`src/pkg/tcr_pkg.sv`:
```
// Purpose: Shared constants and types for the timer count readout block.
// Assumes: Eight-bit host bus, three sixteen-bit counting elements.
// Notes:   Every offset and field position lives here, with the mode word reset value.
package tcr_pkg;

    // ----------------------------------------------------------------
    // Sizes
    // ----------------------------------------------------------------
    localparam int NUM_CNT = 3;
    localparam int CNT_W   = 16;
    localparam int MODE_W  = 6;

    // ----------------------------------------------------------------
    // Port addresses on port_index_hi, port_index_lo
    // ----------------------------------------------------------------
    localparam logic [1:0] PORT_CNT0 = 2'h0;
    localparam logic [1:0] PORT_CNT1 = 2'h1;
    localparam logic [1:0] PORT_CNT2 = 2'h2;
    localparam logic [1:0] PORT_CTRL = 2'h3;

    // ----------------------------------------------------------------
    // Control byte fields
    // ----------------------------------------------------------------
    localparam int SEL_HI_BIT = 7;
    localparam int SEL_LO_BIT = 6;
    localparam int ACC_HI_BIT = 5;
    localparam int ACC_LO_BIT = 4;

    localparam logic [1:0] SEL_READBACK = 2'h3;
    localparam logic [1:0] ACC_LATCH    = 2'h0;
    localparam logic [1:0] ACC_LSB      = 2'h1;
    localparam logic [1:0] ACC_MSB      = 2'h2;
    localparam logic [1:0] ACC_BOTH     = 2'h3;

    // Mode word holds control byte bits 5..0; format in bits 5..4.
    localparam int FMT_HI_BIT = 5;
    localparam int FMT_LO_BIT = 4;
    localparam logic [MODE_W-1:0] MODE_RESET = 6'h30;

    // ----------------------------------------------------------------
    // Byte pointer
    // ----------------------------------------------------------------
    typedef enum logic {
        PTR_LOW  = 1'b0,
        PTR_HIGH = 1'b1
    } tcr_ptr_t;

endpackage : tcr_pkg

```
`src/pkg/tcr_bus_if.sv`:
```
// Purpose: Carries decoded host bus events from the front end to the core.
// Assumes: One clock domain.
// Notes:   Pulses are one clock wide.
`timescale 1ns/1ps
interface tcr_bus_if;
    logic       wr_pulse;
    logic [1:0] wr_port;
    logic [7:0] wr_data;
    logic       rd_pulse;
    logic [1:0] rd_port;

    modport front (
        output wr_pulse,
        output wr_port,
        output wr_data,
        output rd_pulse,
        output rd_port
    );

    modport core (
        input wr_pulse,
        input wr_port,
        input wr_data,
        input rd_pulse,
        input rd_port
    );
endinterface : tcr_bus_if

```
`src/design/tcr_bus_front.sv`:
```
// Purpose: Turns host strobes into one-cycle write and read-done pulses.
// Assumes: Strobes are synchronous to i_clock.
// Notes:   An access is taken when its strobe is released.
`timescale 1ns/1ps
module tcr_bus_front (
    input  wire logic       i_clock,
    input  wire logic       i_resetn,
    input  wire logic       i_select_n,
    input  wire logic       i_read_n,
    input  wire logic       i_write_n,
    input  wire logic [1:0] i_port,
    input  wire logic [7:0] i_data,
    tcr_bus_if.front        bus
);
    logic wr_act;
    logic rd_act;
    logic wr_prev;
    logic rd_prev;

    // Both strobes low together is no operation.
    assign wr_act = !i_select_n && !i_write_n && i_read_n;
    assign rd_act = !i_select_n && !i_read_n && i_write_n;

    // ----------------------------------------------------------------
    // Strobe history
    // ----------------------------------------------------------------
    always_ff @(posedge i_clock or negedge i_resetn) begin
        if (!i_resetn) begin
            wr_prev <= 1'b0;
            rd_prev <= 1'b0;
        end else begin
            wr_prev <= wr_act;
            rd_prev <= rd_act;
        end
    end

    // Address and data are kept from the last active strobe cycle.
    always_ff @(posedge i_clock or negedge i_resetn) begin
        if (!i_resetn) begin
            bus.wr_port <= 2'h0;
            bus.wr_data <= 8'h00;
            bus.rd_port <= 2'h0;
        end else begin
            if (wr_act) begin
                bus.wr_port <= i_port;
                bus.wr_data <= i_data;
            end
            if (rd_act) begin
                bus.rd_port <= i_port;
            end
        end
    end

    always_ff @(posedge i_clock or negedge i_resetn) begin
        if (!i_resetn) begin
            bus.wr_pulse <= 1'b0;
            bus.rd_pulse <= 1'b0;
        end else begin
            bus.wr_pulse <= wr_prev && !wr_act;
            bus.rd_pulse <= rd_prev && !rd_act;
        end
    end
endmodule : tcr_bus_front

```
`src/design/tcr_ctl_decode.sv`:
```
// Purpose: Classifies a byte written to the control port.
// Assumes: Only meaningful together with a control port write.
// Notes:   Purely combinational.
`timescale 1ns/1ps
module tcr_ctl_decode (
    input  wire logic [7:0] i_byte,
    output logic            o_is_latch,
    output logic            o_is_mode,
    output logic [2:0]      o_target
);
    logic [1:0] sel;
    logic [1:0] acc;

    assign sel = {i_byte[tcr_pkg::SEL_HI_BIT], i_byte[tcr_pkg::SEL_LO_BIT]};
    assign acc = {i_byte[tcr_pkg::ACC_HI_BIT], i_byte[tcr_pkg::ACC_LO_BIT]};

    // Select code three is the read-back command, not handled here.
    always_comb begin
        o_target = 3'h0;
        if (sel != tcr_pkg::SEL_READBACK) begin
            o_target[sel] = 1'b1;
        end
    end

    // Low four bits play no part in a latch command.
    assign o_is_latch = (acc == tcr_pkg::ACC_LATCH);
    assign o_is_mode  = (acc != tcr_pkg::ACC_LATCH);
endmodule : tcr_ctl_decode

```
`src/design/tcr_readout.sv`:
```
// Purpose: Count readout path with per-counter output latches.
// Assumes: Counting elements live outside and present their live values.
// Notes:   Count bytes written by the host are passed on as load strobes.
//
// Behaviour
// - Latch command is written to control port.
// - Top two bits choose counter; three is read-back.
// - Bits five and four zero mean latch command.
// - Latch captures counting element value at command.
// - Frozen value holds until read or reprogrammed.
// - After full read latch follows counter again.
// - Latching and reading never disturb counting.
// - Each counter has its own latch state.
// - Latch command leaves mode and format untouched.
// - Second latch before reading is ignored.
// - Reads follow format; two-byte is low then high.
// - Other accesses may come between byte reads.
// - Read and write pointers advance independently.
// - Counters track programming progress independently.
`timescale 1ns/1ps
module tcr_readout (
    input  wire logic                       i_clock,
    input  wire logic                       i_resetn,
    input  wire logic                       i_select_n,
    input  wire logic                       i_read_n,
    input  wire logic                       i_write_n,
    input  wire logic                       i_port_index_hi,
    input  wire logic                       i_port_index_lo,
    input  wire logic [7:0]                 i_data,
    input  wire logic [2:0][15:0]           i_count_value,
    output logic      [7:0]                 o_data,
    output logic                            o_data_oe,
    output logic      [2:0]                 o_load_strobe,
    output logic      [7:0]                 o_load_byte,
    output logic                            o_load_high,
    output logic      [2:0]                 o_mode_load,
    output wire logic [2:0][5:0]            o_mode_word,
    output wire logic [2:0]                 o_latched
);
    // ----------------------------------------------------------------
    // Byte selection shared by the read and write paths
    // ----------------------------------------------------------------
    // Single-byte formats always use their own byte; the two-byte
    // format takes whichever byte the pointer names.
    function automatic logic use_high(
        input logic [1:0]       fmt,
        input tcr_pkg::tcr_ptr_t ptr
    );
        logic r;
        r = 1'b0;
        case (fmt)
            tcr_pkg::ACC_MSB:  r = 1'b1;
            tcr_pkg::ACC_BOTH: r = (ptr == tcr_pkg::PTR_HIGH);
            default:           r = 1'b0;
        endcase
        return r;
    endfunction : use_high

    // ----------------------------------------------------------------
    // Front end and control decode
    // ----------------------------------------------------------------
    tcr_bus_if bus ();

    logic [1:0] port;
    logic       ctl_is_latch;
    logic       ctl_is_mode;
    logic [2:0] ctl_target;
    logic       ctl_write;

    assign port = {i_port_index_hi, i_port_index_lo};

    tcr_bus_front u_front (
        .i_clock    (i_clock),
        .i_resetn   (i_resetn),
        .i_select_n (i_select_n),
        .i_read_n   (i_read_n),
        .i_write_n  (i_write_n),
        .i_port     (port),
        .i_data     (i_data),
        .bus        (bus.front)
    );

    tcr_ctl_decode u_decode (
        .i_byte     (bus.wr_data),
        .o_is_latch (ctl_is_latch),
        .o_is_mode  (ctl_is_mode),
        .o_target   (ctl_target)
    );

    assign ctl_write = bus.wr_pulse && (bus.wr_port == tcr_pkg::PORT_CTRL);

    // ----------------------------------------------------------------
    // Per-counter state
    // ----------------------------------------------------------------
    wire logic [2:0][15:0] ol_all;
    wire logic [2:0][1:0]  fmt_all;
    wire logic [2:0]       rd_ptr_all;
    wire logic [2:0]       wr_ptr_all;

    genvar g;
    generate
        for (g = 0; g < tcr_pkg::NUM_CNT; g++) begin : g_cnt
            logic [tcr_pkg::MODE_W-1:0] mode_word;
            logic [tcr_pkg::CNT_W-1:0]  output_latch;
            logic                       latched;
            tcr_pkg::tcr_ptr_t          rd_ptr;
            tcr_pkg::tcr_ptr_t          wr_ptr;
            tcr_pkg::tcr_ptr_t          next_rd_ptr;
            tcr_pkg::tcr_ptr_t          next_wr_ptr;
            logic [1:0]                 fmt;
            logic                       mode_load;
            logic                       latch_cmd;
            logic                       rd_here;
            logic                       wr_here;
            logic                       last_byte;

            assign fmt = {mode_word[tcr_pkg::FMT_HI_BIT],
                          mode_word[tcr_pkg::FMT_LO_BIT]};
            assign mode_load = ctl_write && ctl_target[g] && ctl_is_mode;
            assign latch_cmd = ctl_write && ctl_target[g] && ctl_is_latch;
            assign rd_here = bus.rd_pulse && (bus.rd_port == 2'(g));
            assign wr_here = bus.wr_pulse && (bus.wr_port == 2'(g));
            assign last_byte = (fmt != tcr_pkg::ACC_BOTH) ||
                               (rd_ptr == tcr_pkg::PTR_HIGH);

            // Only a mode write touches the mode word.
            always_ff @(posedge i_clock or negedge i_resetn) begin
                if (!i_resetn) begin
                    mode_word <= tcr_pkg::MODE_RESET;
                end else if (mode_load) begin
                    mode_word <= bus.wr_data[tcr_pkg::MODE_W-1:0];
                end
            end

            // A later latch command while frozen finds latched set
            // and leaves the first captured value in place.
            always_ff @(posedge i_clock or negedge i_resetn) begin
                if (!i_resetn) begin
                    output_latch <= 16'h0000;
                end else if (!latched) begin
                    output_latch <= i_count_value[g];
                end
            end

            always_ff @(posedge i_clock or negedge i_resetn) begin
                if (!i_resetn) begin
                    latched <= 1'b0;
                end else if (mode_load) begin
                    latched <= 1'b0;
                end else if (latch_cmd) begin
                    latched <= 1'b1;
                end else if (rd_here && last_byte) begin
                    latched <= 1'b0;
                end
            end

            always_comb begin
                next_rd_ptr = rd_ptr;
                if (mode_load) begin
                    next_rd_ptr = tcr_pkg::PTR_LOW;
                end else if (rd_here && fmt == tcr_pkg::ACC_BOTH) begin
                    case (rd_ptr)
                        tcr_pkg::PTR_LOW:  next_rd_ptr = tcr_pkg::PTR_HIGH;
                        tcr_pkg::PTR_HIGH: next_rd_ptr = tcr_pkg::PTR_LOW;
                        default:           next_rd_ptr = tcr_pkg::PTR_LOW;
                    endcase
                end
            end

            // The write pointer has its own state so a write between
            // the two reads does not move the read side.
            always_comb begin
                next_wr_ptr = wr_ptr;
                if (mode_load) begin
                    next_wr_ptr = tcr_pkg::PTR_LOW;
                end else if (wr_here && fmt == tcr_pkg::ACC_BOTH) begin
                    case (wr_ptr)
                        tcr_pkg::PTR_LOW:  next_wr_ptr = tcr_pkg::PTR_HIGH;
                        tcr_pkg::PTR_HIGH: next_wr_ptr = tcr_pkg::PTR_LOW;
                        default:           next_wr_ptr = tcr_pkg::PTR_LOW;
                    endcase
                end
            end

            always_ff @(posedge i_clock or negedge i_resetn) begin
                if (!i_resetn) begin
                    rd_ptr <= tcr_pkg::PTR_LOW;
                    wr_ptr <= tcr_pkg::PTR_LOW;
                end else begin
                    rd_ptr <= next_rd_ptr;
                    wr_ptr <= next_wr_ptr;
                end
            end

            assign ol_all[g]      = output_latch;
            assign fmt_all[g]     = fmt;
            assign rd_ptr_all[g]  = rd_ptr;
            assign wr_ptr_all[g]  = wr_ptr;
            assign o_mode_word[g] = mode_word;
            assign o_latched[g]   = latched;
        end
    endgenerate

    // ----------------------------------------------------------------
    // Count byte hand-off to the counting elements
    // ----------------------------------------------------------------
    // The counting elements are never stalled or written by the
    // readout path; they only receive bytes the host writes.
    always_ff @(posedge i_clock or negedge i_resetn) begin
        if (!i_resetn) begin
            o_load_strobe <= 3'h0;
            o_load_byte   <= 8'h00;
            o_load_high   <= 1'b0;
            o_mode_load   <= 3'h0;
        end else begin
            o_load_strobe <= 3'h0;
            o_mode_load   <= 3'h0;
            o_load_byte   <= bus.wr_data;
            if (ctl_write && ctl_is_mode) begin
                o_mode_load <= ctl_target;
            end
            if (bus.wr_pulse && bus.wr_port != tcr_pkg::PORT_CTRL) begin
                o_load_strobe[bus.wr_port] <= 1'b1;
                o_load_high <= use_high(fmt_all[bus.wr_port],
                                        tcr_pkg::tcr_ptr_t'(
                                            wr_ptr_all[bus.wr_port]));
            end
        end
    end

    // ----------------------------------------------------------------
    // Read data
    // ----------------------------------------------------------------
    // Data follows the live address one clock late, so the host should
    // sample it no earlier than the second cycle of its read strobe.
    always_ff @(posedge i_clock or negedge i_resetn) begin
        if (!i_resetn) begin
            o_data <= 8'h00;
        end else if (port == tcr_pkg::PORT_CTRL) begin
            o_data <= 8'h00;
        end else if (use_high(fmt_all[port],
                              tcr_pkg::tcr_ptr_t'(rd_ptr_all[port]))) begin
            o_data <= ol_all[port][15:8];
        end else begin
            o_data <= ol_all[port][7:0];
        end
    end

    // The control port is write only and never drives the bus.
    assign o_data_oe = !i_select_n && !i_read_n && i_write_n &&
                       (port != tcr_pkg::PORT_CTRL);
endmodule : tcr_readout

```
`config.mk`:
```
export PLATFORM = sky130hd
export DESIGN_NAME = tcr_readout
export DESIGN_NICKNAME = d
export VERILOG_FILES = /design/src/pkg/tcr_pkg.sv /design/src/pkg/tcr_bus_if.sv /design/src/design/tcr_bus_front.sv /design/src/design/tcr_ctl_decode.sv /design/src/design/tcr_readout.sv
export SDC_FILE = /design/constraint.sdc
export NUM_CORES = 1
export LEC_CHECK = 0
export BUFFER_PORTS_ARGS = -buffer_cell sky130_fd_sc_hd__buf_4
export CORE_MARGIN = 2
export CORE_UTILIZATION = 58
export CTS_CLUSTER_SIZE = 10
export DETAILED_ROUTE_END_ITERATION = 8
export PLACE_DENSITY = 0.87
export SLEW_MARGIN = 15
export SYNTH_ARGS = -nofsm -noshare
export SYNTH_HDL_FRONTEND = slang
export SYNTH_SLANG_ARGS = --single-unit
```
`constraint.sdc`:
```
create_clock -name i_clock -period 4.1 [get_ports i_clock]
set_input_delay 0.82 -clock i_clock [delete_from_list [all_inputs] [get_ports i_clock]]
set_output_delay 0.82 -clock i_clock [all_outputs]
set_load 0.03 [all_outputs]
```
Yosys cells after proc, flatten, opt, wreduce, memory -nomap -nowiden
Index checks and enable logic that the tools add are counted.
{"block": "word_totals", "ff_bits": 114, "out_inout_bits": 45, "wordCells": 163}
{"block": "classes", "order_cmp": 5, "n_eq_ne": 19, "muxes": 49, "bitwise_logic": 6, "reduce_logical": 57}
{"operator": "logical AND 1 bit", "count": 36}
{"operator": "binary-select mux 16 bit (select 2 bit)", "count": 1}
{"operator": "two-way mux 1 bit", "count": 26}
{"operator": "equality test 2 bit, second input constant", "count": 11}
{"operator": "two-way mux 16 bit", "count": 1}
{"operator": "two-way mux 8 bit", "count": 2}
{"operator": "case mux 1 bit (2 select lines)", "count": 8}
{"operator": "nonzero test 2 bit", "count": 7}
{"operator": "!= test 2 bit, second input constant", "count": 6}
{"operator": "less-than comparator 2 x 3 -> 1 bit, second input constant", "count": 3}
{"operator": "two-way mux 3 bit", "count": 3}
{"operator": "nonzero test 3 bit", "count": 3}
{"operator": "binary-select mux 2 bit (select 2 bit)", "count": 2}
{"operator": "zero test 2 bit", "count": 3}
{"operator": "NOT 1 bit", "count": 6}
{"operator": "zero test 1 bit", "count": 5}
{"operator": "binary-select mux 1 bit (select 2 bit)", "count": 2}
{"operator": "demux 1 bit (select 2 bit)", "count": 2}
{"operator": "equality test 2 x 1 -> 1 bit, second input constant", "count": 2}
{"operator": ">= comparator 2 x 1 -> 1 bit, second input constant", "count": 2}
{"operator": "two-way mux 2 bit", "count": 2}
{"operator": "logical OR 1 bit", "count": 3}

Logic depth before layout (Yosys ltp)
Gate-level depths: netlist of the first run.
{"block": "depth", "word_depth": 9, "depth_mapped": 6, "ltp_nobuf": 5}

Hierarchy
From an unflattened synthesis of the first run, not the netlist that was laid out.
{"block": "hier_totals", "cells_unflattened": 372, "area_unflattened_um2": 4753.3}
{"mod": "tcr_readout", "n_inst": 1, "cells_each": 334, "area_each_um2": 4140.2, "seq_area_each_um2": 2459.9}
{"mod": "tcr_bus_front", "n_inst": 1, "cells_each": 33, "area_each_um2": 584.3, "seq_area_each_um2": 400.4}
{"mod": "tcr_ctl_decode", "n_inst": 1, "cells_each": 5, "area_each_um2": 28.8, "seq_area_each_um2": 0.0}

Least setup slack after synthesis of the first run
OpenSTA, ideal clock, no wires.
{"block": "synth_path", "path_type": "input port to output port", "from": "in i_select_n", "to": "out o_data_oe", "t_arrival_ns": 1.997, "required_ns": 3.280, "slack_ns": 1.283, "path_stages": 2, "cell_sequence": "nor3b_1 a21boi_0"}
{"block": "synth_via", "elab_chain_cells": 4}
{"element": "from (decl)", "line": "tcr_readout.sv:24", "source": "input wire logic i_select_n,"}
{"element": "zero test 1 bit", "line": "tcr_readout.sv:250", "source": "assign o_data_oe = !i_select_n && !i_read_n && i_write_n &&"}
{"element": "logical AND 1 bit (3 in a row)", "line": "tcr_readout.sv:250"}
{"element": "to (decl)", "line": "tcr_readout.sv:32", "source": "output logic o_data_oe,"}
Every way passes these cells.

Worst setup path in the final report of the first run
{"block": "layout_path", "from": "in i_select_n", "to": "out o_data_oe"}
{"block": "layout_via", "elab_chain_cells": 4}
{"element": "zero test 1 bit"}
{"element": "logical AND 1 bit (2 in a row)"}
{"element": "named net u_front.rd_act", "line": "tcr_bus_front.sv:16", "source": "logic rd_act;"}
{"element": "logical AND 1 bit", "line": "tcr_readout.sv:250"}
The timed path passes the listed nets, and every way through them passes these cells.

==> results.yml, run 1 <==
die:
  coreArea_um2: 7810
  start_util: 0.607
  dieArea_um2: 8920
  die_y_um: 94.4
  rows: 32
  ios: 108
  die_x_um: 94.4
route:
  first_iter_violations: 240
  route.detailed.drc: 0
  drt_wl_total_mm: 10.8
  ant_nets: 0
  wire_per_inst_um: 18.8
  drt_pass1_iterations: 4
  avgViaCountPerCell: 5.52
  vias: 3158
min_path:
  hold_path.class: "in -> async"
clock_tree:
  cts_buffers: 17
  post_cts_resized: 0
  cts.sinks: 114
  ctsRootBufferMaster: "clkbuf_8"
  path_clk_slew_ns: 0.06
  clockBufferDepth: 2
  cts_tree: "yes"
  cts_hold_buffers: 0
  cts_setup_buffers: 0
  clk_latency_ns: 0.51
  htree_levels: 4
place:
  dp_cells: 541
  dp_hpwl_mm: 6.83
  port_buffers: 107
  place_congestion: 0.820
  pre_cts_ws_ns: 1.32
grt:
  grt_usage: 0.259
  grt_first_pass_wirelength_mm: 17.0
  grt-ovfl-total: 0
  antenna_found_initial: 0
  grt_max_degree: 57
  grt_pass1_vias: 3336
sta:
  hold_viol: 0
  finalClockSkew_ns: 0.0134
  slew_violations: 0
  fin_ws_ns: 1.33
  setup_tns_ns: 0
  layout_min_cycle_time_ns: 2.77
  rsz0062_at_grt: "false"
  setup_viol: 0
  finalCritPeriodShare: 0.675
  max_freq_mhz: 361
  relSlewSlack: 0.270
  tightest_slew_ns: 1.09
synth:
  synth_cell_types: 42
  synth_edf_count: 0
  avgSynthCellArea_um2: 13.5
  synth_nets: 414
  netlist_area_um2: 4740
  yosysTopAreaCellShare: 0.570
  synth.most_common_cell: "dfrtp_1"
  synth_warnings: 0
  synth.area.top_cells: "dfrtp_1 57%, mux2_2 15%, mux2i_1 5.3%"
  synth_ff_type: "dfrtp_1"
  yosysSeqAreaShare: 0.603
  synthCells: 351
  ys_async_sr_fraction: 1.00
  synth_area_leader_cell: "dfrtp_1"
  ys_ff_latch: 114
  synthTopCellsByCount: "108 x dfrtp_1, 63 x mux2_2, 27 x nor2_1"
cells_and_area:
  syn_to_final_growth_pct: 30.9
  drive_gt1_frac: 0.468
  finalNonFillerCells: 572
  nets: 521
  antenna_cells: 0
  fillers: 442
job:
  maxCapViolCount: 0
setup_path:
  crit_chain: "buf_4 > nor3b_1 > a21boi_0 > buf_4"
  critPathCaptureType: "output port"
  crit_type: "in -> out"
  path_delay_family: "simple AND/OR/NAND/NOR gates"
  cpMaxStageDelayCell: "nor3b_1"
  critical_path.max_stage_delay_ns: 0.52
  path_max_fanout: 5
  crit_path_start_kind: "input pin"
  path_common_cell: "buf_4"
  worst-path-buf-inv: 2
  crit_arrival_ns: 1.95
  cp.required_ns: 3.28
power_and_ir_drop:
  ir_drop_mv: 0.372
  leakage_uw: 0.00294
  power_density_nw_per_um2: 576
run_status:
  status: "completed"
-- power by group --
| part | internal [µW] | switching [µW] | total, µW | leakage (µW) |
|---|---|---|---|---|
| sequential | 1280 | 155 | 1440 | 0.00140 |
| clock | 1070 | 488 | 1560 | 0.000308 |
| combinational | 277 | 303 | 580 | 0.00123 |
-- routing by layer --
| metal | global-route usage | wire length (µm) |
|---|---|---|
| met1 | 0.348 | 4540 |
| met2 | 0.402 | 5310 |
| met3 | 0.0710 | 680 |
| met4 | 0.107 | 242 |
| met5 | 0 | 0 |
-- state kept, by name, summed over array words and instances, names as in the netlist, 2 cells and up --
name                 count
u_front.bus.wr_port      2
o_mode_load              3
o_load_byte              8
g_cnt.rd_ptr             3
u_front.bus.rd_port      2
o_load_strobe            3
o_data                   8
g_cnt.mode_word         18
g_cnt.output_latch      48
u_front.bus.wr_data      8
g_cnt.latched            3
g_cnt.wr_ptr             3
-- cells in the final DEF (no fill, tap or decap), types with 2 or more instances in the layout --
cell type and n:
a21oi_1 19, a22o_1 4, buf_4 109, bufinv_16 5, clkbuf_1 2, clkbuf_16 16
clkbuf_8 3, clkinv_2 3, dfrtp_1 108, dfstp_2 6, inv_1 3, mux2_1 6
mux2_2 63, mux2_4 3, mux2i_1 25, nand2_1 16, nand2b_1 2, nand3_1 2
nand3b_1 4, nor2_1 27, nor2b_1 3, nor3_1 2, nor3b_1 3, nor3b_4 2
o21ai_0 11, xnor2_1 4
-- metrics by stage --
stage,hold WS (ns),util,total power (µW),area [µm²]
floorplan,0.353,-,1780,4740
global placement,0.420,0.715,2000,5580
detailed placement,0.432,0.715,2020,5580
CTS,0.374,0.795,3590,6210
global route,0.398,0.795,3700,6210
finish,0.356,0.795,3580,6210
-- logic make-up (layout without fill, tap and decap cells) --
| logic type | Yosys count | in the layout | synth area share |
|---|---|---|---|
| DFF | 114 | 114 | 0.603 |
| xor gates and xnor gates | 5 | 5 | 0.00923 |
| AOI/OAI and AO/OA | 40 | 40 | 0.0512 |
| buffers and inverters | 25 | 144 | 0.0272 |
| and+or+nand+nor | 70 | 70 | 0.0831 |
| muxes | 97 | 97 | 0.226 |
-- final cells by class --
type	count	area [µm²]	area share
tap	102	128	0.0206
timing repair buffer	109	818	0.132
sequential	114	2860	0.461
clock buffer	21	449	0.0723
inverter	4	15.0	0.00242
clock inverter	10	181	0.0292
multi-input combinational	212	1760	0.283
-- final timing paths --
| check | startpoint | endpoint | slack (ns) | depth (start not counted) |
|---|---|---|---|---|
| worst max-delay path | i_select_n | o_data_oe | 1.33 | 4 |
| worst min-delay path | i_resetn | o_mode_load[0]$_DFF_PN0_ | 0.36 | 1 |
| worst max register to register | u_front.bus.wr_port[0]$_DFFE_PN0P_ | g_cnt[2].mode_word[0]$_DFFE_PN0P_ | 2.08 | 4 |
| worst min register to register | u_front.bus.wr_data[2]$_DFFE_PN0P_ | o_load_byte[2]$_DFF_PN0_ | 0.45 | 0 |
| max in group asynchronous | i_resetn | g_cnt[1].output_latch[10]$_DFFE_PN0N_ | 2.83 | 2 |
| min in group i_clock | u_front.bus.wr_data[2]$_DFFE_PN0P_ | o_load_byte[2]$_DFF_PN0_ | 0.45 | 0 |
(Power assumes the default switching activity.)
==> run 2: changes to the inputs <==
--- a/config.mk
+++ b/config.mk
@@ -7,10 +7,10 @@
 export LEC_CHECK = 0
 export BUFFER_PORTS_ARGS = -buffer_cell sky130_fd_sc_hd__buf_4
 export CORE_MARGIN = 2
-export CORE_UTILIZATION = 58
+export CORE_UTILIZATION = 48
 export CTS_CLUSTER_SIZE = 10
 export DETAILED_ROUTE_END_ITERATION = 8
-export PLACE_DENSITY = 0.87
+export PLACE_DENSITY = 0.77
 export SLEW_MARGIN = 15
 export SYNTH_ARGS = -nofsm -noshare
 export SYNTH_HDL_FRONTEND = slang
==> constraint.sdc (replaced) <==
create_clock -name i_clock -period 2.4 [get_ports i_clock]
set_input_delay 0.48 -clock i_clock [delete_from_list [all_inputs] [get_ports i_clock]]
set_output_delay 0.48 -clock i_clock [all_outputs]
set_load 0.03 [all_outputs]
==> results.yml, run 2 (synthesis gave the netlist of run 1 again) <==
grt:
  grt_usage: 0.209
  grt_max_degree: 61
  grt_first_pass_wirelength_mm: 16.6
  grt-ovfl-total: 0
  antenna_found_initial: 0
  grt_pass1_vias: 3206
sta:
  finalClockSkew_ns: 0.00627
  hold_viol: 0
  relSlewSlack: 0.615
  layout_min_cycle_time_ns: 2.00
  rsz0062_at_grt: "false"
  max_freq_mhz: 501
  setup_tns_ns: 0
  finalCritPeriodShare: 0.831
  fin_ws_ns: 0.405
  setup_viol: 0
  slew_violations: 0
  tightest_slew_ns: 0.573
clock_tree:
  cts.sinks: 114
  ctsRootBufferMaster: "clkbuf_8"
  path_clk_slew_ns: 0.05
  clk_latency_ns: 0.50
  cts_buffers: 17
  htree_levels: 4
  cts_tree: "yes"
  post_cts_resized: 0
  clockBufferDepth: 2
cells_and_area:
  drive_gt1_frac: 0.477
  fillers: 695
  nets: 530
  layout_commonest_cell: "buf_4"
  top_regs: "g_cnt.output_latch: 48 flops, g_cnt.mode_word: 18 flops"
  final_cell_mix: "116 x buf_4, 108 x dfrtp_1, 63 x mux2_2"
  largest_register_ffs: 48
  stdcell_area_um2: 6280
  antenna_cells: 0
  syn_to_final_growth_pct: 32.5
  largest-register: "g_cnt.output_latch"
die:
  rows: 36
  ios: 108
  start_util: 0.490
  die_x_um: 103
  dieArea_um2: 10700
  coreArea_um2: 9680
  die_y_um: 103
job:
  maxCapViolCount: 0
setup_path:
  crit_type: "reg -> reg"
  r2r_end: "g_cnt[2].mode_word[2]$_DFFE_PN0P_"
  critical_path.max_stage_delay_ns: 0.58
  cp.required_ns: 2.77
  reg2reg_setup_slack_ns: 0.40
  crit_chain: "nand3_4 > nor3b_4 > nor2b_2 > mux2_1"
  r2r_cells: 4
  crit_path_start_kind: "flop"
  cpMaxStageDelayCell: "dfrtp_1"
  critPathCaptureType: "flop"
  crit_arrival_ns: 2.37
  rr_startpoint: "u_front.bus.wr_port[0]$_DFFE_PN0P_"
  path_max_fanout: 12
route:
  ant_nets: 0
  drt_wl_total_mm: 10.4
  drt_pass1_iterations: 4
  first_iter_violations: 121
  route.detailed.drc: 0
  avgViaCountPerCell: 5.12
  vias: 3126
  wire_per_inst_um: 17.1
power_and_ir_drop:
  leakage_uw: 0.00295
  ir_drop_mv: 0.524
  power_density_nw_per_um2: 939
place:
  port_buffers: 107
  place_congestion: 0.830
  placed_cell_area_um2: 5690
  pre_cts_ws_ns: 0.487
  dp_hpwl_mm: 7.47
min_path:
  hold_path.class: "in -> reg"
  holdCritStartpoint: "i_count_value[37]"
  hold_path_depth: 2
  holdPathEnd: "g_cnt[2].output_latch[5]$_DFFE_PN0N_"
run_status:
  status: "completed"
==> run 2: area by class of cell <==
cell class | instances | area, µm² | share of cell area
Multi-Input combinational cell | 212 | 1760 | 0.280
Clock buffer | 20 | 445 | 0.0709
Inverter | 4 | 15.0 | 0.00239
Tap cell | 133 | 166 | 0.0265
Sequential cell | 114 | 2860 | 0.455
Clock inverter | 10 | 135 | 0.0215
Timing Repair Buffer | 118 | 901 | 0.143
==> run 2: repair_timing <==
action / in CTS / in global routing
setup buffers: 0 / 0
hold endpoints to repair: 26 / 0
hold buffers: 1 / 0
==> run 2: critical path, delay by kind of cell (launching register included) <==
| kind | cells | cell delay [ns] |
|---|---|---|
| flops | 1 | 0.58 |
| mux | 1 | 0.38 |
| simple gates | 3 | 0.90 |
==> run 2: stage by stage <==
stage / hold slack (ns) / util / power (µW) / cells
6_report: 0.209 / 0.649 / 5900 / 611
5_1_grt: 0.194 / 0.649 / 6120 / 611
4_1_cts: 0.194 / 0.649 / 5940 / 611
3_5_place_dp: 0.440 / 0.588 / 3500 / 580
3_3_place_gp: 0.427 / 0.588 / 3460 / 580
2_1_floorplan: 0.184 / - / 3040 / 351
==> run 2: worst max-delay path by stage <==
stage               cells after the start  slack [ns]                               start                                 to
floorplan                               2        0.26                          i_select_n                          o_data_oe
global placement                        5        0.57                          i_select_n                          o_data_oe
detailed placement                      4        0.49  u_front.bus.wr_port[0]$_DFFE_PN0P_  g_cnt[2].mode_word[1]$_DFFE_PN0P_
CTS                                     4        0.41  u_front.bus.wr_port[0]$_DFFE_PN0P_  g_cnt[2].mode_word[2]$_DFFE_PN0P_
global route                            4        0.29  u_front.bus.wr_port[0]$_DFFE_PN0P_  g_cnt[2].mode_word[2]$_DFFE_PN0P_
finish                                  4        0.40  u_front.bus.wr_port[0]$_DFFE_PN0P_  g_cnt[2].mode_word[2]$_DFFE_PN0P_
==> run 2: metal layers <==
metal	wire length [µm]	global-route usage	part of all wire
met1	4580	0.282	0.44
met5	0	0	0
met2	5320	0.337	0.51
met4	89	0.0638	0.0085
met3	466	0.0517	0.045
==> run 2: power breakdown <==
part | total [µW] | internal [µW] | switching [µW]
Sequential | 2430 | 2190 | 234
Clock | 2440 | 1620 | 820
Combinational | 1040 | 491 | 547
Total | 5900 | 4300 | 1600
